File: src/design/egress_tag_pkg.sv
package egress_tag_pkg;

    localparam int PROB_W      = 10;
    localparam int ENTRY_COUNT = 16;
    localparam int INDEX_W     = 4;

    // register indices; the byte address on the bus is four times the index
    localparam logic [15:0] IDX_CMD   = 16'h1C09;
    localparam logic [15:0] IDX_WDATA = 16'h1C0A;
    localparam logic [15:0] IDX_RDATA = 16'h1C0B;
    localparam logic [15:0] IDX_TAG   = 16'h1C0C;
    localparam logic [15:0] ADDR_CMD   = {IDX_CMD[13:0], 2'b00};
    localparam logic [15:0] ADDR_WDATA = {IDX_WDATA[13:0], 2'b00};
    localparam logic [15:0] ADDR_RDATA = {IDX_RDATA[13:0], 2'b00};
    localparam logic [15:0] ADDR_TAG   = {IDX_TAG[13:0], 2'b00};

    localparam int CMD_RNW_BIT   = 4;
    localparam int CMD_INDEX_LSB = 0;

    localparam logic [9:0]  WDATA_RESET    = 10'h000;
    localparam logic [9:0]  RDATA_RESET    = 10'h000;
    localparam logic [21:0] TAG_CTRL_RESET = 22'h000000;
    localparam logic [21:0] TAG_CTRL_MASK  = 22'h3F3F3F;

    // per-port field layout inside the tagging control word
    localparam int PORT_STRIDE  = 8;
    localparam int PORT_FIELD_W = 6;
    localparam int TYPE_LSB     = 0;
    localparam int CHG_TAG_BIT  = 2;
    localparam int CHG_PRIO_BIT = 3;
    localparam int CHG_VID_BIT  = 4;
    localparam int INSERT_BIT   = 5;

    localparam logic [9:0] LFSR_SEED = 10'h001;

    typedef enum logic [1:0] {
        PTYPE_DUMB   = 2'b00,
        PTYPE_ACCESS = 2'b01,
        PTYPE_HYBRID = 2'b10,
        PTYPE_CPU    = 2'b11
    } port_type_t;

    typedef enum logic [1:0] {
        PKT_UNTAGGED    = 2'b00,
        PKT_PRIO_TAGGED = 2'b01,
        PKT_TAGGED      = 2'b10,
        PKT_SPECIAL     = 2'b11
    } pkt_kind_t;

    typedef enum logic [2:0] {
        ACT_PASS       = 3'h0,
        ACT_INSERT     = 3'h1,
        ACT_STRIP      = 3'h2,
        ACT_MODIFY     = 3'h3,
        ACT_SOURCE_TAG = 3'h4
    } tag_action_t;

    // finer ranges at the low end of buffer usage
    function automatic logic [3:0] usage_range(input logic [7:0] u);
        if (u < 8'h40) begin
            return {1'b0, u[5:3]};
        end else if (u < 8'h80) begin
            return {2'b10, u[5:4]};
        end
        return {2'b11, u[6:5]};
    endfunction

    function automatic logic [31:0] merge_bytes(input logic [31:0] old_v,
                                                input logic [31:0] new_v,
                                                input logic [3:0]  be);
        logic [31:0] r;
        r = old_v;
        for (int i = 0; i < 4; i++) begin
            if (be[i]) begin
                r[i*8 +: 8] = new_v[i*8 +: 8];
            end
        end
        return r;
    endfunction

endpackage

File: src/design/egress_tag_and_discard_table.sv
`timescale 1ns/100ps
module egress_tag_and_discard_table
    import egress_tag_pkg::*;
#(
    parameter int PROB_WIDTH = PROB_W,
    parameter int ENTRIES    = ENTRY_COUNT
) (
    input  wire logic        ref_clk,
    input  wire logic        resetn,
    input  wire logic [15:0] address,
    input  wire logic        read,
    input  wire logic        write,
    input  wire logic [3:0]  byteenable,
    input  wire logic [31:0] writedata,
    output logic      [31:0] readdata,
    output logic             waitrequest,
    input  wire logic        pkt_valid,
    input  wire logic [1:0]  pkt_kind,
    input  wire logic [1:0]  egress_port,
    input  wire logic        untag_default,
    input  wire logic        untag_incoming,
    input  wire logic [11:0] pkt_vid,
    input  wire logic [2:0]  pkt_prio,
    input  wire logic [11:0] ingress_default_vid,
    input  wire logic [2:0]  ingress_default_prio,
    input  wire logic [11:0] egress_default_vid,
    input  wire logic [2:0]  egress_default_prio,
    output logic             tag_valid,
    output logic      [2:0]  tag_action,
    output logic      [11:0] tag_vid,
    output logic      [2:0]  tag_prio,
    input  wire logic        yellow_valid,
    input  wire logic [7:0]  buffer_usage,
    output logic             drop_valid,
    output logic             drop
);
    if (PROB_WIDTH != 10) begin
        $error("weight width must be 10");
    end
    if (ENTRIES != 16) begin
        $error("weight table must have 16 entries");
    end

    typedef struct packed {
        logic        waitrequest;
        logic [31:0] readdata;
        logic [9:0]  write_data;
        logic [9:0]  read_data;
        logic        cmd_rnw;
        logic [3:0]  cmd_index;
        logic [21:0] tag_ctrl;
        logic        tag_valid;
        tag_action_t tag_action;
        logic [11:0] tag_vid;
        logic [2:0]  tag_prio;
    } bank_state_t;

    bank_state_t st;
    bank_state_t next_st;

    logic [9:0]  weight_table [ENTRIES];
    logic [3:0]  range_index;
    logic [9:0]  range_entry;
    logic        accept;
    logic        cmd_hit;
    logic [31:0] cmd_word;
    logic [5:0]  pc;
    port_type_t  ptype;

    // one wait state: each access is answered on the edge after it is seen
    assign accept   = (read || write) && st.waitrequest;
    assign cmd_hit  = accept && write && (address == ADDR_CMD);
    assign cmd_word = merge_bytes({27'h0, st.cmd_rnw, st.cmd_index}, writedata, byteenable);

    // no reset on purpose: software must load every entry first
    always_ff @(posedge ref_clk) begin
        if (cmd_hit && !cmd_word[CMD_RNW_BIT]) begin
            weight_table[cmd_word[CMD_INDEX_LSB +: INDEX_W]] <= st.write_data;
        end
    end

    assign range_entry = weight_table[range_index];

    always_comb begin
        case (egress_port)
            2'd0: pc = st.tag_ctrl[0*PORT_STRIDE +: PORT_FIELD_W];
            2'd1: pc = st.tag_ctrl[1*PORT_STRIDE +: PORT_FIELD_W];
            2'd2: pc = st.tag_ctrl[2*PORT_STRIDE +: PORT_FIELD_W];
            default: pc = 6'h00;
        endcase
        ptype = port_type_t'(pc[TYPE_LSB +: 2]);
    end

    always_comb begin
        logic [31:0] wv;
        wv = 32'h0;
        next_st = st;
        next_st.waitrequest = 1'b1;
        if (accept) begin
            next_st.waitrequest = 1'b0;
            if (read) begin
                case (address)
                    ADDR_CMD:   next_st.readdata = {27'h0, st.cmd_rnw, st.cmd_index};
                    ADDR_WDATA: next_st.readdata = {22'h0, st.write_data};
                    ADDR_RDATA: next_st.readdata = {22'h0, st.read_data};
                    ADDR_TAG:   next_st.readdata = {10'h0, st.tag_ctrl};
                    default:    next_st.readdata = 32'h0;
                endcase
            end else begin
                case (address)
                    ADDR_CMD: begin
                        next_st.cmd_rnw   = cmd_word[CMD_RNW_BIT];
                        next_st.cmd_index = cmd_word[CMD_INDEX_LSB +: INDEX_W];
                        if (cmd_word[CMD_RNW_BIT]) begin
                            next_st.read_data = weight_table[cmd_word[3:0]];
                        end
                    end
                    ADDR_WDATA: begin
                        wv = merge_bytes({22'h0, st.write_data}, writedata, byteenable);
                        next_st.write_data = wv[9:0];
                    end
                    ADDR_TAG: begin
                        wv = merge_bytes({10'h0, st.tag_ctrl}, writedata, byteenable);
                        next_st.tag_ctrl = wv[21:0] & TAG_CTRL_MASK;
                    end
                    default: begin
                        next_st.tag_ctrl = st.tag_ctrl;
                    end
                endcase
            end
        end

        next_st.tag_valid  = pkt_valid;
        next_st.tag_action = ACT_PASS;
        next_st.tag_vid    = pkt_vid;
        next_st.tag_prio   = pkt_prio;
        case (ptype)
            PTYPE_DUMB: begin
                if (pkt_kind == PKT_SPECIAL) begin
                    next_st.tag_action = ACT_STRIP;
                end
            end
            PTYPE_ACCESS: begin
                if (pkt_kind != PKT_UNTAGGED) begin
                    next_st.tag_action = ACT_STRIP;
                end
            end
            PTYPE_HYBRID: begin
                case (pkt_kind)
                    PKT_UNTAGGED: begin
                        if (pc[INSERT_BIT] && !untag_default) begin
                            next_st.tag_action = ACT_INSERT;
                            next_st.tag_vid    = ingress_default_vid;
                            next_st.tag_prio   = ingress_default_prio;
                        end
                    end
                    PKT_PRIO_TAGGED: begin
                        if (untag_incoming) begin
                            next_st.tag_action = ACT_STRIP;
                        end else begin
                            next_st.tag_action = ACT_MODIFY;
                            next_st.tag_vid    = ingress_default_vid;
                            if (pc[CHG_PRIO_BIT]) begin
                                next_st.tag_prio = egress_default_prio;
                            end
                        end
                    end
                    PKT_TAGGED: begin
                        if (untag_incoming) begin
                            next_st.tag_action = ACT_STRIP;
                        end else if (pc[CHG_TAG_BIT]) begin
                            if (pc[CHG_VID_BIT] || pc[CHG_PRIO_BIT]) begin
                                next_st.tag_action = ACT_MODIFY;
                            end
                            if (pc[CHG_VID_BIT]) begin
                                next_st.tag_vid = egress_default_vid;
                            end
                            if (pc[CHG_PRIO_BIT]) begin
                                next_st.tag_prio = egress_default_prio;
                            end
                        end
                    end
                    default: begin
                        next_st.tag_action = ACT_STRIP;
                    end
                endcase
            end
            PTYPE_CPU: begin
                next_st.tag_action = ACT_SOURCE_TAG;
            end
            default: begin
                next_st.tag_action = ACT_PASS;
            end
        endcase
        if (egress_port == 2'd3) begin
            next_st.tag_action = ACT_PASS;
            next_st.tag_vid    = pkt_vid;
            next_st.tag_prio   = pkt_prio;
        end
    end

    always_ff @(posedge ref_clk or negedge resetn) begin
        if (!resetn) begin
            st.waitrequest <= 1'b1;
            st.readdata    <= 32'h0;
            st.write_data  <= WDATA_RESET;
            st.read_data   <= RDATA_RESET;
            st.cmd_rnw     <= 1'b0;
            st.cmd_index   <= 4'h0;
            st.tag_ctrl    <= TAG_CTRL_RESET;
            st.tag_valid   <= 1'b0;
            st.tag_action  <= ACT_PASS;
            st.tag_vid     <= 12'h000;
            st.tag_prio    <= 3'h0;
        end else begin
            st <= next_st;
        end
    end

    yellow_discard #(
        .PROB_WIDTH (PROB_WIDTH)
    ) yellow_discard_inst (
        .ref_clk      (ref_clk),
        .resetn       (resetn),
        .yellow_valid (yellow_valid),
        .buffer_usage (buffer_usage),
        .entry        (range_entry),
        .range_index  (range_index),
        .drop_valid   (drop_valid),
        .drop         (drop)
    );

    assign readdata    = st.readdata;
    assign waitrequest = st.waitrequest;
    assign tag_valid   = st.tag_valid;
    assign tag_action  = st.tag_action;
    assign tag_vid     = st.tag_vid;
    assign tag_prio    = st.tag_prio;

    logic hyb;
    assign hyb = (ptype == PTYPE_HYBRID) && (egress_port != 2'd3);
endmodule

File: src/design/yellow_discard.sv
`timescale 1ns/100ps
module yellow_discard
    import egress_tag_pkg::*;
#(
    parameter int PROB_WIDTH = PROB_W
) (
    input  wire logic                  ref_clk,
    input  wire logic                  resetn,
    input  wire logic                  yellow_valid,
    input  wire logic [7:0]            buffer_usage,
    input  wire logic [PROB_WIDTH-1:0] entry,
    output logic      [INDEX_W-1:0]    range_index,
    output logic                       drop_valid,
    output logic                       drop
);
    if (PROB_WIDTH != 10) begin
        $error("yellow_discard serves 10-bit weights only");
    end

    typedef struct packed {
        logic [9:0] lfsr;
        logic       drop_valid;
        logic       drop;
    } disc_state_t;

    disc_state_t st;
    disc_state_t next_st;

    assign range_index = usage_range(buffer_usage);

    always_comb begin
        next_st = st;
        // free-running, so each packet sees a fresh draw; never reaches zero
        next_st.lfsr = {st.lfsr[8:0], st.lfsr[9] ^ st.lfsr[6]};
        next_st.drop_valid = yellow_valid;
        next_st.drop = yellow_valid && (st.lfsr < entry);
    end

    always_ff @(posedge ref_clk or negedge resetn) begin
        if (!resetn) begin
            st <= '{lfsr: LFSR_SEED, drop_valid: 1'b0, drop: 1'b0};
        end else begin
            st <= next_st;
        end
    end

    assign drop_valid = st.drop_valid;
    assign drop       = st.drop;
endmodule
File: config.mk
export PLATFORM = sky130hd
export DESIGN_NAME = egress_tag_and_discard_table
export DESIGN_NICKNAME = d
export VERILOG_FILES = /design/src/design/egress_tag_pkg.sv /design/src/design/egress_tag_and_discard_table.sv /design/src/design/yellow_discard.sv
export SDC_FILE = /design/constraint.sdc
export NUM_CORES = 1
export LEC_CHECK = 0
export ABC_AREA = 1
export BUFFER_PORTS_ARGS = -buffer_cell sky130_fd_sc_hd__buf_2
export CAP_MARGIN = 20
export CORE_MARGIN = 2
export CORE_UTILIZATION = 40
export DETAILED_ROUTE_END_ITERATION = 10
export MAX_ROUTING_LAYER = met4
export PLACE_DENSITY = 0.68
export SETUP_SLACK_MARGIN = 0.5
export SKIP_LAST_GASP = 1
export SYNTH_ARGS = -nofsm -noshare
export SYNTH_HDL_FRONTEND = slang
export SYNTH_HIERARCHICAL = 1
export SYNTH_SLANG_ARGS = --single-unit
File: constraint.sdc
create_clock -name ref_clk -period 2.21 [get_ports ref_clk]
set_input_delay 0.221 -clock ref_clk [delete_from_list [all_inputs] [get_ports ref_clk]]
set_output_delay 0.221 -clock ref_clk [all_outputs]
set_load 0.01 [all_outputs]
==> impl_metrics.prom, run 1 <==
# TYPE chip_impl_metric gauge
chip_impl_info{name="status",value="complete, no violations"} 1
chip_impl_metric{name="synth-edff-count",unit=""} 160
chip_impl_metric{name="instances_no_fill",unit=""} 2382
chip_impl_info{name="cp-start-kind",value="primary input"} 1
chip_impl_metric{name="width_of_the_die",unit="um"} 188
chip_impl_metric{name="grt_first_pass_wirelength",unit="mm"} 62.7
chip_impl_metric{name="ctsLongestPathBuffers",unit=""} 3
chip_impl_metric{name="max_slew_margin",unit="%"} 42.8
chip_impl_metric{name="post_synthesis_sequential_area_ratio",unit="%"} 53.1
chip_impl_info{name="rr_endpoint",value="weight_table[14][4]$_DFFE_PP_"} 1
chip_impl_info{name="most_common_library_cell_in_the_layout_ignoring_fill_and_taps",value="sky130_fd_sc_hd__nand2_1"} 1
chip_impl_metric{name="weighted_congestion_at_the_end_of_routability_driven_global_placement",unit=""} 0.932
chip_impl_metric{name="count_of_input_and_output_buffers",unit=""} 142
chip_impl_metric{name="hold_depth",unit=""} 3
chip_impl_metric{name="postSynthRegisterBits",unit=""} 255
chip_impl_metric{name="route.detailed.vias_per_inst",unit=""} 5.28
chip_impl_metric{name="grt_overflow",unit=""} 0
chip_impl_metric{name="setup-violations-final",unit=""} 0
chip_impl_metric{name="count_of_standard_cell_rows",unit=""} 67
chip_impl_metric{name="worst_r2r_path_depth",unit=""} 8
chip_impl_info{name="cpLargestDelayFamily",value="buffers and inverters"} 1
chip_impl_metric{name="synthDistinctLibCells",unit=""} 43
chip_impl_metric{name="final_design_area_no_fill",unit="sq um"} 18500
chip_impl_metric{name="worst_ep_arrival_time",unit="ns"} 2.48
chip_impl_metric{name="rrSetupSlack",unit="ns"} 0.30
chip_impl_metric{name="worstPathBufferInverterCount",unit=""} 8
chip_impl_metric{name="p_per_area",unit="nW/um^2"} 606
chip_impl_metric{name="cts-htree-levels",unit=""} 1
chip_impl_metric{name="clk_transition_reported_paths",unit="ns"} 0.06
chip_impl_metric{name="timing.final.crit_period",unit="ns"} 2.04
chip_impl_info{name="grt_setup_unrepaired",value="true"} 1
chip_impl_metric{name="post-route-drc-count",unit=""} 0
chip_impl_metric{name="vias_in_the_first_global_route",unit=""} 11600
chip_impl_info{name="timing.hold.worst_endpoint",value="st[58]$_DFFE_PN0P_"} 1
chip_impl_metric{name="fin_util",unit="%"} 55.3
chip_impl_info{name="end_kind",value="flip-flop"} 1
chip_impl_info{name="worstHoldPathType",value="in -> reg"} 1
chip_impl_metric{name="drt_first_pass_iters",unit=""} 6
chip_impl_info{name="r2r_start",value="waitrequest$_DFF_PN1_"} 1
chip_impl_metric{name="dr.first_iter.drc_count",unit=""} 1371
chip_impl_metric{name="net_count_final",unit=""} 2039
chip_impl_metric{name="cts_inserted_buffers",unit=""} 29
chip_impl_metric{name="crit_path_max_incr_delay",unit="ns"} 0.27
chip_impl_metric{name="routed-via-count",unit=""} 12600
chip_impl_metric{name="fillerInstances",unit=""} 2825
chip_impl_metric{name="cp_data_required_time",unit="ns"} 2.65
chip_impl_metric{name="drt_wl_total",unit="mm"} 43.6
chip_impl_metric{name="core_outline_area",unit="sq um"} 33400
chip_impl_metric{name="initial_utilization",unit="%"} 40.4
chip_impl_info{name="ys_dominant_reg_cell",value="sky130_fd_sc_hd__edfxtp_1"} 1
chip_impl_metric{name="antennaDiodeCount",unit=""} 0
chip_impl_metric{name="ioPinCount",unit=""} 171
chip_impl_metric{name="layout-area-overhead-vs-synth",unit="%"} 36.9
chip_impl_metric{name="crit_path_max_fanout",unit=""} 16
chip_impl_info{name="critical-path-top-cell-by-count",value="sky130_fd_sc_hd__nand2_1"} 1
chip_impl_metric{name="grt_max_degree",unit=""} 41
chip_impl_metric{name="die-area",unit="sq um"} 35300
chip_impl_metric{name="route.detailed.wl_per_inst",unit="um"} 18.3
chip_impl_metric{name="power.leakage",unit="nW"} 8.28
chip_impl_metric{name="hold_viol",unit=""} 0
chip_impl_metric{name="timing_worst_slew_pin_value",unit="ns"} 0.859
chip_impl_info{name="cts_tree",value="yes"} 1
chip_impl_metric{name="dp.cells",unit=""} 2196
chip_impl_info{name="clk_root_buffer_cell",value="sky130_fd_sc_hd__clkbuf_16"} 1
chip_impl_info{name="crit_chain",value="buf_8, nor2_4, nand2_1, o211ai_1, buf_4, buf_12, buf_12, buf_16, buf_8, nand2_1, o21ai_0, nand2_1, o21ai_1, o211ai_1, nand2_1, inv_1, ha_4, nand2_2, inv_1, nand2_1, a21boi_2, nor2_1"} 1
chip_impl_metric{name="max_clock_freq",unit="GHz"} 0.489
chip_impl_metric{name="vdd_ir_drop_max",unit="V"} 0.000545
chip_impl_metric{name="place.detailed.hpwl",unit="mm"} 25.5
chip_impl_metric{name="antenna_violating_nets_post_route",unit=""} 0
chip_impl_info{name="mostFrequentLayoutCells",value="sky130_fd_sc_hd__nand2_1, sky130_fd_sc_hd__edfxtp_1, sky130_fd_sc_hd__inv_1, sky130_fd_sc_hd__buf_2, sky130_fd_sc_hd__o21ai_0"} 1
chip_impl_metric{name="period_share",unit="%"} 92.4
chip_impl_metric{name="synth.cell_area",unit="sq um"} 13500
chip_impl_info{name="beginning_of_the_worst_hold_path",value="writedata[2]"} 1
chip_impl_metric{name="syn-instance-count",unit=""} 1648
chip_impl_metric{name="worst_clock_skew",unit="ns"} 0.0270
chip_impl_metric{name="dieHeight",unit="um"} 188
chip_impl_info{name="worst-setup-path-type",value="in -> reg"} 1
chip_impl_metric{name="postSynth.asyncResetShare",unit="%"} 37.3
chip_impl_metric{name="max_cap_violations",unit=""} 0
chip_impl_info{name="worst_path_max_delay_cell",value="sky130_fd_sc_hd__ha_4"} 1
chip_impl_metric{name="syn_avg_cell_area",unit="sq um"} 8.20
chip_impl_metric{name="yosys_warnings",unit=""} 6
chip_impl_metric{name="placed_inst_area",unit="sq um"} 14900
chip_impl_metric{name="insertion_delay",unit="ns"} 0.56
chip_impl_metric{name="final_layout_size_suffix_gt1_share",unit="%"} 26.8
chip_impl_metric{name="gr-usage-all-layers",unit="%"} 23.3
chip_impl_metric{name="finalMaxSlewViolations",unit=""} 0
chip_impl_metric{name="cts.sink_count",unit=""} 255
chip_impl_metric{name="antenna_found_initial",unit=""} 0
[layout make-up]
class	count	area [sq um]	share of cell area, %
clock inverters	12	109	0.588
multi-input cells	1120	5710	30.9
flip-flops and latches	255	7180	38.8
inverters	158	603	3.26
well taps	448	561	3.03
clock buffers	40	840	4.54
repair buffers	349	3490	18.9
[routing by layer]
layer	wire, um	vias up	GRT usage [%]
met5	0	-	-
met3	4130	143	3.91
met1	17300	5813	29.8
met4	1830	0	8.96
met2	20300	761	37.3
li1	-	5850	-
[Yosys cell counts (22+ instances only)]
| cell type | n | area share, % |
|---|---|---|
| sky130_fd_sc_hd__nor2_1 | 92 | 2.6 |
| sky130_fd_sc_hd__clkbuf_1 | 33 | 0.92 |
| sky130_fd_sc_hd__buf_4 | 53 | 2.9 |
| sky130_fd_sc_hd__inv_1 | 150 | 4.2 |
| sky130_fd_sc_hd__dfrtp_1 | 93 | 17 |
| sky130_fd_sc_hd__o21ai_0 | 191 | 7.1 |
| sky130_fd_sc_hd__a21oi_1 | 76 | 2.8 |
| sky130_fd_sc_hd__o21ai_1 | 30 | 1.1 |
| sky130_fd_sc_hd__edfxtp_1 | 160 | 36 |
| sky130_fd_sc_hd__nand2_1 | 593 | 16 |
| sky130_fd_sc_hd__nand3_1 | 60 | 2.2 |
| sky130_fd_sc_hd__buf_2 | 22 | 0.81 |
[timing repair]
| action | in CTS | in global routing |
|---|---|---|
| cloned | 13 | 20 |
| pin swaps | 42 | 99 |
| endpoints found under the setup margin | 177 | 213 |
| setup buffers | 30 | 15 |
| gates resized for setup | 105 | 187 |
| endpoints found under the hold margin | 78 | 0 |
| hold buffers | 56 | 0 |
[sequential cells by signal, indices dropped and copies added (netlist names)]
signal / count
readdata: 20
st: 43
tag_action: 3
tag_prio: 3
tag_valid: 1
tag_vid: 12
waitrequest: 1
weight_table: 160
yellow_discard_inst/drop: 1
yellow_discard_inst/drop_valid: 1
yellow_discard_inst/next_st: 9
yellow_discard_inst/st: 1
[worst max path at each step]
stage | slack, ns | start | end | depth (start not counted)
6_report | 0.17 | buffer_usage[7] | yellow_discard_inst/drop$_DFF_PN0_ | 22
3_5_place_dp | -0.38 | buffer_usage[7] | yellow_discard_inst/drop$_DFF_PN0_ | 17
2_1_floorplan | 0.19 | buffer_usage[6] | yellow_discard_inst/drop$_DFF_PN0_ | 18
3_3_place_gp | -0.31 | buffer_usage[7] | yellow_discard_inst/drop$_DFF_PN0_ | 17
4_1_cts | 0.27 | buffer_usage[6] | yellow_discard_inst/drop$_DFF_PN0_ | 21
5_1_grt | 0.04 | buffer_usage[7] | yellow_discard_inst/drop$_DFF_PN0_ | 21
[report_power, final]
| group | switching, mW | internal [mW] | total (mW) |
|---|---|---|---|
| registers | 0.00783 | 5.05 | 5.06 |
| clock network | 1.94 | 2.87 | 4.80 |
| logic | 0.743 | 0.616 | 1.36 |
[kinds of logic after synthesis]
family | share of synthesized area, %
AO/OA/AOI/OAI | 12.3
adder cells (fa/ha/maj) | 0.833
buffers and inverters | 10.3
other | 0.0277
AND/OR/NAND/NOR | 23.3
flip-flops | 53.1
XOR/XNOR | 0.0648
[tightest hold or removal path, stage by stage]
cell and delay, ns:
sky130_fd_sc_hd__buf_2 0.09, sky130_fd_sc_hd__inv_1 0.07, sky130_fd_sc_hd__o21ai_1 0.13
[stage by stage]
stage / setup TNS (ns) / setup slack [ns] / hold WS, ns / power [mW]
final: 0 / 0.167 / 0.00678 / 11.2
after global routing: 0 / 0.0365 / 0.0238 / 11.5
after CTS: 0 / 0.267 / 0.00110 / 11.0
after detailed placement: -0.376 / -0.376 / 0.247 / 5.99
after global placement: -0.312 / -0.312 / 0.249 / 5.98
after floorplan: 0 / 0.188 / -0.0746 / 5.64
(Power assumes the default switching activity.)
==> run 2: changes to the inputs <==
==> constraint.sdc (replaced) <==
create_clock -name ref_clk -period 2.21 [get_ports ref_clk]
set_input_delay 0.442 -clock ref_clk [delete_from_list [all_inputs] [get_ports ref_clk]]
set_output_delay 0.442 -clock ref_clk [all_outputs]
set_load 0.01 [all_outputs]
==> run 2 against run 1 <==
Total power up 0.57%. Die area is the same. Critical endpoint unchanged. Global-route usage shrank 0.16 points. Fmax fell by 6.8%. Via count shrank 0.82%. Register-to-register slack lost 0.04 ns. Final area shrank 2.6%.
==> impl_metrics.prom, run 2 (synthesis results as in run 1) <==
# TYPE chip_impl_metric gauge
chip_impl_info{name="status",value="complete, no violations"} 1
chip_impl_metric{name="dp.cells",unit=""} 2200
chip_impl_metric{name="layout-area-overhead-vs-synth",unit="%"} 33.3
chip_impl_metric{name="timing.final.crit_period",unit="ns"} 2.19
chip_impl_metric{name="count_of_input_and_output_buffers",unit=""} 142
chip_impl_metric{name="timing_worst_slew_pin_value",unit="ns"} 0.990
chip_impl_metric{name="seqCellArea",unit="sq um"} 7180
chip_impl_metric{name="max_clock_freq",unit="GHz"} 0.456
chip_impl_metric{name="vdd_ir_drop_max",unit="V"} 0.000606
chip_impl_metric{name="grt_overflow",unit=""} 0
chip_impl_info{name="setup.worst_path.start",value="buffer_usage[6]"} 1
chip_impl_info{name="worst_path_max_delay_cell",value="sky130_fd_sc_hd__o211ai_1"} 1
chip_impl_metric{name="power.leakage",unit="nW"} 8.14
chip_impl_metric{name="rrSetupSlack",unit="ns"} 0.26
chip_impl_metric{name="route.detailed.wl_per_inst",unit="um"} 18.7
chip_impl_metric{name="max_cap_violations",unit=""} 0
chip_impl_metric{name="post-route-drc-count",unit=""} 0
chip_impl_metric{name="route.detailed.vias_per_inst",unit=""} 5.34
chip_impl_metric{name="weighted_congestion_at_the_end_of_routability_driven_global_placement",unit=""} 0.913
chip_impl_metric{name="setup-violations-final",unit=""} 0
chip_impl_metric{name="count_of_standard_cell_rows",unit=""} 67
chip_impl_metric{name="p_per_area",unit="nW/um^2"} 626
chip_impl_metric{name="worst_r2r_path_depth",unit=""} 10
chip_impl_metric{name="dieHeight",unit="um"} 188
chip_impl_metric{name="width_of_the_die",unit="um"} 188
chip_impl_info{name="mostFrequentLayoutCells",value="sky130_fd_sc_hd__nand2_1, sky130_fd_sc_hd__edfxtp_1, sky130_fd_sc_hd__inv_1, sky130_fd_sc_hd__buf_2, sky130_fd_sc_hd__o21ai_0"} 1
chip_impl_metric{name="cts.sink_count",unit=""} 255
chip_impl_info{name="worstHoldPathType",value="in -> reg"} 1
chip_impl_metric{name="cts-htree-levels",unit=""} 1
chip_impl_metric{name="fillerInstances",unit=""} 2917
chip_impl_info{name="worstSetupEndpoint",value="yellow_discard_inst/drop$_DFF_PN0_"} 1
chip_impl_metric{name="final_design_area_no_fill",unit="sq um"} 18000
chip_impl_metric{name="cts_inserted_buffers",unit=""} 30
chip_impl_info{name="r2r_start",value="st[45]$_DFFE_PN0P_"} 1
chip_impl_metric{name="crit_path_max_fanout",unit=""} 5
chip_impl_metric{name="antennaDiodeCount",unit=""} 0
chip_impl_info{name="crit_chain",value="buf_8, nor2_4, nand2_1, o211ai_1, buf_4, buf_8, clkbuf_16, o21ai_0, nand2_1, o21ai_0, o211ai_1, nand2_1, inv_2, ha_4, nand2_1, nand3b_1, nor2_1, nand2_1, nor2_1"} 1
chip_impl_metric{name="ioPinCount",unit=""} 171
chip_impl_metric{name="dr.first_iter.drc_count",unit=""} 1187
chip_impl_metric{name="cp_data_required_time",unit="ns"} 2.71
chip_impl_metric{name="period_share",unit="%"} 99.2
chip_impl_metric{name="area_taken_by_multi_input_logic_gates",unit="sq um"} 5790
chip_impl_metric{name="routed-via-count",unit=""} 12500
chip_impl_metric{name="hold_viol",unit=""} 0
chip_impl_metric{name="vias_in_the_first_global_route",unit=""} 11500
chip_impl_metric{name="largest_register_ff_count",unit=""} 160
chip_impl_metric{name="grt_first_pass_wirelength",unit="mm"} 62.2
chip_impl_metric{name="finalMaxSlewViolations",unit=""} 0
chip_impl_info{name="grt_setup_unrepaired",value="true"} 1
chip_impl_metric{name="core_outline_area",unit="sq um"} 33400
chip_impl_metric{name="ctsLongestPathBuffers",unit=""} 3
chip_impl_info{name="critical-path-top-cell-by-count",value="sky130_fd_sc_hd__nand2_1"} 1
chip_impl_metric{name="antenna_violating_nets_post_route",unit=""} 0
chip_impl_metric{name="antenna_found_initial",unit=""} 0
chip_impl_info{name="cp-start-kind",value="primary input"} 1
chip_impl_metric{name="drt_first_pass_iters",unit=""} 6
chip_impl_metric{name="post-layout-total-power",unit="mW"} 11.3
chip_impl_metric{name="fin_util",unit="%"} 53.9
chip_impl_info{name="beginning_of_the_worst_hold_path",value="yellow_valid"} 1
chip_impl_info{name="most_common_library_cell_in_the_layout_ignoring_fill_and_taps",value="sky130_fd_sc_hd__nand2_1"} 1
chip_impl_metric{name="crit_path_max_incr_delay",unit="ns"} 0.32
chip_impl_metric{name="instances_no_fill",unit=""} 2335
chip_impl_info{name="end_kind",value="flip-flop"} 1
chip_impl_metric{name="insertion_delay",unit="ns"} 0.57
chip_impl_metric{name="clk_transition_reported_paths",unit="ns"} 0.06
chip_impl_info{name="worst-setup-path-type",value="in -> reg"} 1
chip_impl_metric{name="final_layout_size_suffix_gt1_share",unit="%"} 28.1
chip_impl_metric{name="die-area",unit="sq um"} 35300
chip_impl_metric{name="drt_wl_total",unit="mm"} 43.7
chip_impl_metric{name="worst_clock_skew",unit="ns"} 0.0168
chip_impl_metric{name="net_count_final",unit=""} 1989
chip_impl_metric{name="initial_utilization",unit="%"} 40.4
chip_impl_info{name="rr_endpoint",value="weight_table[0][0]$_DFFE_PP_"} 1
chip_impl_metric{name="place.detailed.hpwl",unit="mm"} 25.3
chip_impl_metric{name="gr-usage-all-layers",unit="%"} 23.2
chip_impl_info{name="clk_root_buffer_cell",value="sky130_fd_sc_hd__clkbuf_16"} 1
chip_impl_metric{name="placed_inst_area",unit="sq um"} 15000
chip_impl_metric{name="worst_ep_arrival_time",unit="ns"} 2.69
chip_impl_info{name="cts_tree",value="yes"} 1
chip_impl_metric{name="max_slew_margin",unit="%"} 34.0
chip_impl_metric{name="grt_max_degree",unit=""} 58
[run 2: cell types whose count changed in the layout (fill, tap and decap cells not counted), moves of 5 or more]
cell and change:
sky130_fd_sc_hd__nand2_8 +5, sky130_fd_sc_hd__nand2_4 +6, sky130_fd_sc_hd__clkinv_2 +5, sky130_fd_sc_hd__dlygate4sd3_1 -54, sky130_fd_sc_hd__nand2_2 -5, sky130_fd_sc_hd__o21ai_0 -5
[run 2: layout make-up]
class | instances | share of cell area [%]
flip-flops and latches | 255 | 39.9
multi-input cells | 1121 | 32.1
repair buffers | 297 | 16.1
clock buffers | 42 | 4.81
inverters | 158 | 3.30
well taps | 448 | 3.11
clock inverters | 14 | 0.715
[run 2: how the worst min path moves through the flow]
| stage | slack [ns] | to | cells past startpoint |
|---|---|---|---|
| 3_5_place_dp | 0.33 | yellow_discard_inst/drop_valid$_DFF_PN0_ | 1 |
| 5_1_grt | 0.007 | yellow_discard_inst/drop_valid$_DFF_PN0_ | 1 |
| 2_1_floorplan | 0.15 | readdata[0]$_DFFE_PN0P_ | 0 |
| 6_report | 0.03 | yellow_discard_inst/drop_valid$_DFF_PN0_ | 1 |
| 4_1_cts | 0.01 | yellow_discard_inst/drop_valid$_DFF_PN0_ | 1 |
| 3_3_place_gp | 0.33 | yellow_discard_inst/drop_valid$_DFF_PN0_ | 1 |
[run 2: worst max-delay path: cells and delay by family]
| family | cells | cell delay [ns] |
|---|---|---|
| adders and majority gates | 1 | 0.20 |
| and+or+nand+nor | 9 | 0.74 |
| buffers and inverters | 5 | 0.67 |
| AOI/OAI and AO/OA | 4 | 0.62 |
[run 2: routing by layer]
layer	routed length, um	vias to the layer above	track usage, %
met4	1980	0	7.96
li1	-	5742	-
met5	0	-	-
met2	20000	687	36.3
met1	17400	5873	30.8
met3	4240	162	3.57
[run 2: stage by stage]
step | setup TNS [ns] | worst slack [ns] | hold WS [ns]
after floorplan | -2.10 | -0.0328 | 0.146
after global placement | -0.560 | -0.560 | 0.326
after detailed placement | -0.611 | -0.611 | 0.326
after CTS | 0 | 0.0869 | 0.0106
after global routing | -0.130 | -0.130 | 0.00652
final | 0 | 0.0185 | 0.0269
[run 2: timing repair]
action / in CTS / in global routing
pin swaps: 45 / 85
hold buffers: 2 / 0
cloned: 20 / 17
hold endpoints to repair: 13 / 0
endpoints found under the setup margin: 171 / 207
gates resized for setup: 132 / 193
buffers inserted: 29 / 11
[run 2: where the power goes]
group | switching, mW | internal, mW | leakage, nW
sequential | 0.00726 | 5.05 | 3.14
combinational | 0.723 | 0.517 | 4.50
clock | 2.03 | 2.96 | 0.495
==> run 3: changes to the inputs <==
--- a/config.mk
+++ b/config.mk
@@ -9,10 +9,10 @@
 export BUFFER_PORTS_ARGS = -buffer_cell sky130_fd_sc_hd__buf_2
 export CAP_MARGIN = 20
 export CORE_MARGIN = 2
-export CORE_UTILIZATION = 40
+export CORE_UTILIZATION = 39
 export DETAILED_ROUTE_END_ITERATION = 10
 export MAX_ROUTING_LAYER = met4
-export PLACE_DENSITY = 0.68
+export PLACE_DENSITY = 0.67
 export SETUP_SLACK_MARGIN = 0.5
 export SKIP_LAST_GASP = 1
 export SYNTH_ARGS = -nofsm -noshare
==> run 3 against run 2 <==
The run now ends with setup timing left. Die area up 2.5%. Core utilization down 2.3 points. Non-clock buffer count down 1. Global-route usage down 0.42 points. Clock power about the same. Sequential share of layout area up 0.68 points. Register-to-register slack better by 0.04 ns. Final area down 1.7%. Sequential power about the same. Clock-buffer cell count up 2. Critical path type unchanged. Largest cell class unchanged. Highest routed layer unchanged.
==> impl_metrics.prom, run 3 (synthesis results as in run 1) <==
# TYPE chip_impl_metric gauge
chip_impl_metric{name="core_outline_area",unit="sq um"} 34400
chip_impl_metric{name="net-switching-power",unit="mW"} 2.64
chip_impl_metric{name="ctsLongestPathBuffers",unit=""} 3
chip_impl_metric{name="layout-area-overhead-vs-synth",unit="%"} 31.1
chip_impl_metric{name="dieHeight",unit="um"} 190
chip_impl_metric{name="fillerInstances",unit=""} 3080
chip_impl_metric{name="period_share",unit="%"} 101
chip_impl_metric{name="max_clock_freq",unit="GHz"} 0.447
chip_impl_metric{name="cts-htree-levels",unit=""} 1
chip_impl_info{name="clk_root_buffer_cell",value="sky130_fd_sc_hd__clkbuf_16"} 1
chip_impl_info{name="cts_tree",value="yes"} 1
chip_impl_metric{name="vias_in_the_first_global_route",unit=""} 11300
chip_impl_metric{name="count_of_input_and_output_buffers",unit=""} 142
chip_impl_metric{name="crit_path_max_incr_delay",unit="ns"} 0.28
chip_impl_metric{name="route.detailed.wl_per_inst",unit="um"} 18.1
chip_impl_metric{name="antennaDiodeCount",unit=""} 0
chip_impl_info{name="gr-max-usage-layer",value="met2"} 1
chip_impl_metric{name="total_number_of_cells_along_the_worst_setup_path",unit=""} 21
chip_impl_metric{name="worstPathBufferInverterCount",unit=""} 6
chip_impl_metric{name="ioPinCount",unit=""} 171
chip_impl_metric{name="grt_max_degree",unit=""} 46
chip_impl_metric{name="total_internal_power",unit="mW"} 8.58
chip_impl_metric{name="grt_first_pass_wirelength",unit="mm"} 62.7
chip_impl_info{name="end_kind",value="flip-flop"} 1
chip_impl_info{name="grt_setup_unrepaired",value="true"} 1
chip_impl_metric{name="grt_util_met3",unit="%"} 3.10
chip_impl_metric{name="net_count_final",unit=""} 1986
chip_impl_metric{name="post-layout-total-power",unit="mW"} 11.2
chip_impl_metric{name="combPwrFrac",unit="%"} 10.6
chip_impl_metric{name="worst_setup_slack_after_layout",unit="ns"} -0.0250
chip_impl_info{name="mostFrequentLayoutCells",value="sky130_fd_sc_hd__nand2_1, sky130_fd_sc_hd__edfxtp_1, sky130_fd_sc_hd__inv_1, sky130_fd_sc_hd__buf_2, sky130_fd_sc_hd__o21ai_0"} 1
chip_impl_metric{name="cts_inserted_buffers",unit=""} 30
chip_impl_metric{name="drt_wl_total",unit="mm"} 42.4
chip_impl_metric{name="hold_depth",unit=""} 1
chip_impl_metric{name="initial_utilization",unit="%"} 39.3
chip_impl_metric{name="max_cap_violations",unit=""} 0
chip_impl_metric{name="fin_util",unit="%"} 51.6
chip_impl_info{name="crit_chain",value="buf_8, nor2_4, nand2_1, o211ai_1, buf_4, clkbuf_16, buf_4, buf_12, nand2_1, o21ai_2, a21oi_1, o21ai_1, nand3_1, nand2_1, inv_1, ha_1, nand2_2, nor2_4, nand3_1, nand2_1, nor2_1"} 1
chip_impl_metric{name="count_of_standard_cell_rows",unit=""} 68
chip_impl_metric{name="setup-violations-final",unit=""} 1
chip_impl_metric{name="share_clk_of_total_power",unit="%"} 44.4
chip_impl_info{name="worstHoldPathType",value="in -> reg"} 1
chip_impl_metric{name="power.sequential.fraction",unit="%"} 45.1
chip_impl_metric{name="p_per_area",unit="nW/um^2"} 634
chip_impl_metric{name="route.detailed.vias_per_inst",unit=""} 5.24
chip_impl_metric{name="antenna_violating_nets_post_route",unit=""} 0
chip_impl_info{name="worst-setup-path-type",value="in -> reg"} 1
chip_impl_info{name="failed_checks",value="setup timing"} 1
chip_impl_metric{name="routed-via-count",unit=""} 12200
chip_impl_metric{name="gr-usage-all-layers",unit="%"} 22.7
chip_impl_metric{name="hold_viol",unit=""} 0
chip_impl_metric{name="vdd_ir_drop_max",unit="V"} 0.000516
chip_impl_metric{name="die-area",unit="sq um"} 36200
chip_impl_metric{name="timing_worst_slew_pin_value",unit="ns"} 0.891
chip_impl_metric{name="weighted_congestion_at_the_end_of_routability_driven_global_placement",unit=""} 0.896
chip_impl_metric{name="worst_ep_arrival_time",unit="ns"} 2.68
chip_impl_metric{name="worst_clock_skew",unit="ns"} 0.00769
chip_impl_metric{name="insertion_delay",unit="ns"} 0.55
chip_impl_info{name="cp-start-kind",value="primary input"} 1
chip_impl_metric{name="post-route-drc-count",unit=""} 0
chip_impl_metric{name="cts.sink_count",unit=""} 255
chip_impl_info{name="cpLargestDelayFamily",value="simple AND/OR/NAND/NOR gates"} 1
chip_impl_metric{name="antenna_found_initial",unit=""} 0
chip_impl_metric{name="finalMaxSlewViolations",unit=""} 0
chip_impl_info{name="critical-path-top-cell-by-count",value="sky130_fd_sc_hd__nand2_1"} 1
chip_impl_metric{name="power.leakage",unit="nW"} 8.00
chip_impl_metric{name="cp_data_required_time",unit="ns"} 2.65
chip_impl_metric{name="clk_transition_reported_paths",unit="ns"} 0.06
chip_impl_metric{name="width_of_the_die",unit="um"} 190
chip_impl_metric{name="worst_r2r_path_depth",unit=""} 14
chip_impl_metric{name="placed_inst_area",unit="sq um"} 15100
chip_impl_metric{name="grt.met1_usage",unit="%"} 30.6
chip_impl_metric{name="final_design_area_no_fill",unit="sq um"} 17700
chip_impl_metric{name="switching_power_as_a_share_of_total_power",unit="%"} 23.5
chip_impl_info{name="most_common_library_cell_in_the_layout_ignoring_fill_and_taps",value="sky130_fd_sc_hd__nand2_1"} 1
chip_impl_metric{name="largest_register_ff_count",unit=""} 160
chip_impl_metric{name="dr.first_iter.drc_count",unit=""} 1274
chip_impl_info{name="status",value="finished with violations"} 1
chip_impl_metric{name="drt_first_pass_iters",unit=""} 6
chip_impl_metric{name="grt_overflow",unit=""} 0
chip_impl_metric{name="timing.final.crit_period",unit="ns"} 2.23
chip_impl_metric{name="place.detailed.hpwl",unit="mm"} 26.6
chip_impl_metric{name="final_layout_size_suffix_gt1_share",unit="%"} 25.9
chip_impl_metric{name="gr-usage-met2",unit="%"} 35.4
chip_impl_info{name="worst_path_max_delay_cell",value="sky130_fd_sc_hd__ha_1"} 1
chip_impl_metric{name="max_slew_margin",unit="%"} 40.6
chip_impl_metric{name="crit_path_max_fanout",unit=""} 9
[run 3: changes by cell type in the layout (fill, tap and decap cells not counted), sizes merged]
cell,previous run,this run
clkinvlp,1,0
bufbuf,0,1
clkinv,11,8
nand2,601,599
buf,280,285
bufinv,2,3
clkbuf,57,52
[run 3: per-layer routing]
metal	share of wire, %	wire length (um)
met5	0	0
met4	3.1	1300
met3	8.7	3710
met2	47	19900
met1	41	17500
[run 3: power groups by stage]
stage	Combinational [mW]	Sequential, mW	Clock [mW]
after floorplan	0.487	5.15	0
after global placement	0.838	5.15	0
after detailed placement	0.851	5.15	0
after CTS	1.03	5.06	5.05
after global routing	1.26	5.06	5.26
final	1.18	5.06	4.98
[run 3: area by class of cell]
cell class	instances	area, sq um	area share [%]
Sequential cell	255	7180	40.5
Multi-Input combinational cell	1119	5600	31.6
Timing Repair Buffer	296	2770	15.6
Clock buffer	44	865	4.88
Inverter	158	601	3.39
Tap cell	455	569	3.21
Clock inverter	11	133	0.748
[run 3: worst reg2reg max path: cells and delay by family, from the launching register on]
kind	cells	cell delay [ns]
flip-flops	1	0.32
adder cells (fa/ha/maj)	1	0.28
buffers and inverters	3	0.26
AND/OR/NAND/NOR	6	0.52
AO/OA/AOI/OAI	4	0.41
[run 3: path summary, 6_finish.rpt]
kind | from | slack (ns) | end
worst max-delay path | buffer_usage[7] | -0.02 | yellow_discard_inst/drop$_DFF_PN0_
worst max register to register | weight_table[14][6]$_DFFE_PP_ | 0.30 | yellow_discard_inst/drop$_DFF_PN0_
worst min-delay path | yellow_valid | 0.03 | yellow_discard_inst/drop_valid$_DFF_PN0_
max in group asynchronous | resetn | 1.27 | tag_action[1]$_DFF_PN0_
worst min register to register | yellow_discard_inst/next_st[11]$_DFF_PN0_ | 0.38 | yellow_discard_inst/st[11]$_DFF_PN0_
min in group asynchronous | resetn | 0.35 | yellow_discard_inst/st[11]$_DFF_PN0_
[run 3: repair_timing]
item	CTS	global route
hold buffers	2	0
gates cloned	14	13
hold endpoints to repair	23	0
gates resized for setup	84	188
endpoints found under the setup margin	177	213
setup buffers	21	16
pin swaps	32	71
[run 3: metrics by stage]
step	setup TNS [ns]	std cells	setup WS, ns	hold slack (ns)
finish	-0.0250	2338	-0.0250	0.0321
global route	-0.105	2338	-0.105	0.0259
CTS	0	2309	0.0709	0.0184
detailed placement	-0.565	2217	-0.565	0.368
global placement	-0.519	2217	-0.519	0.364
floorplan	-2.10	1659	-0.0328	0.146
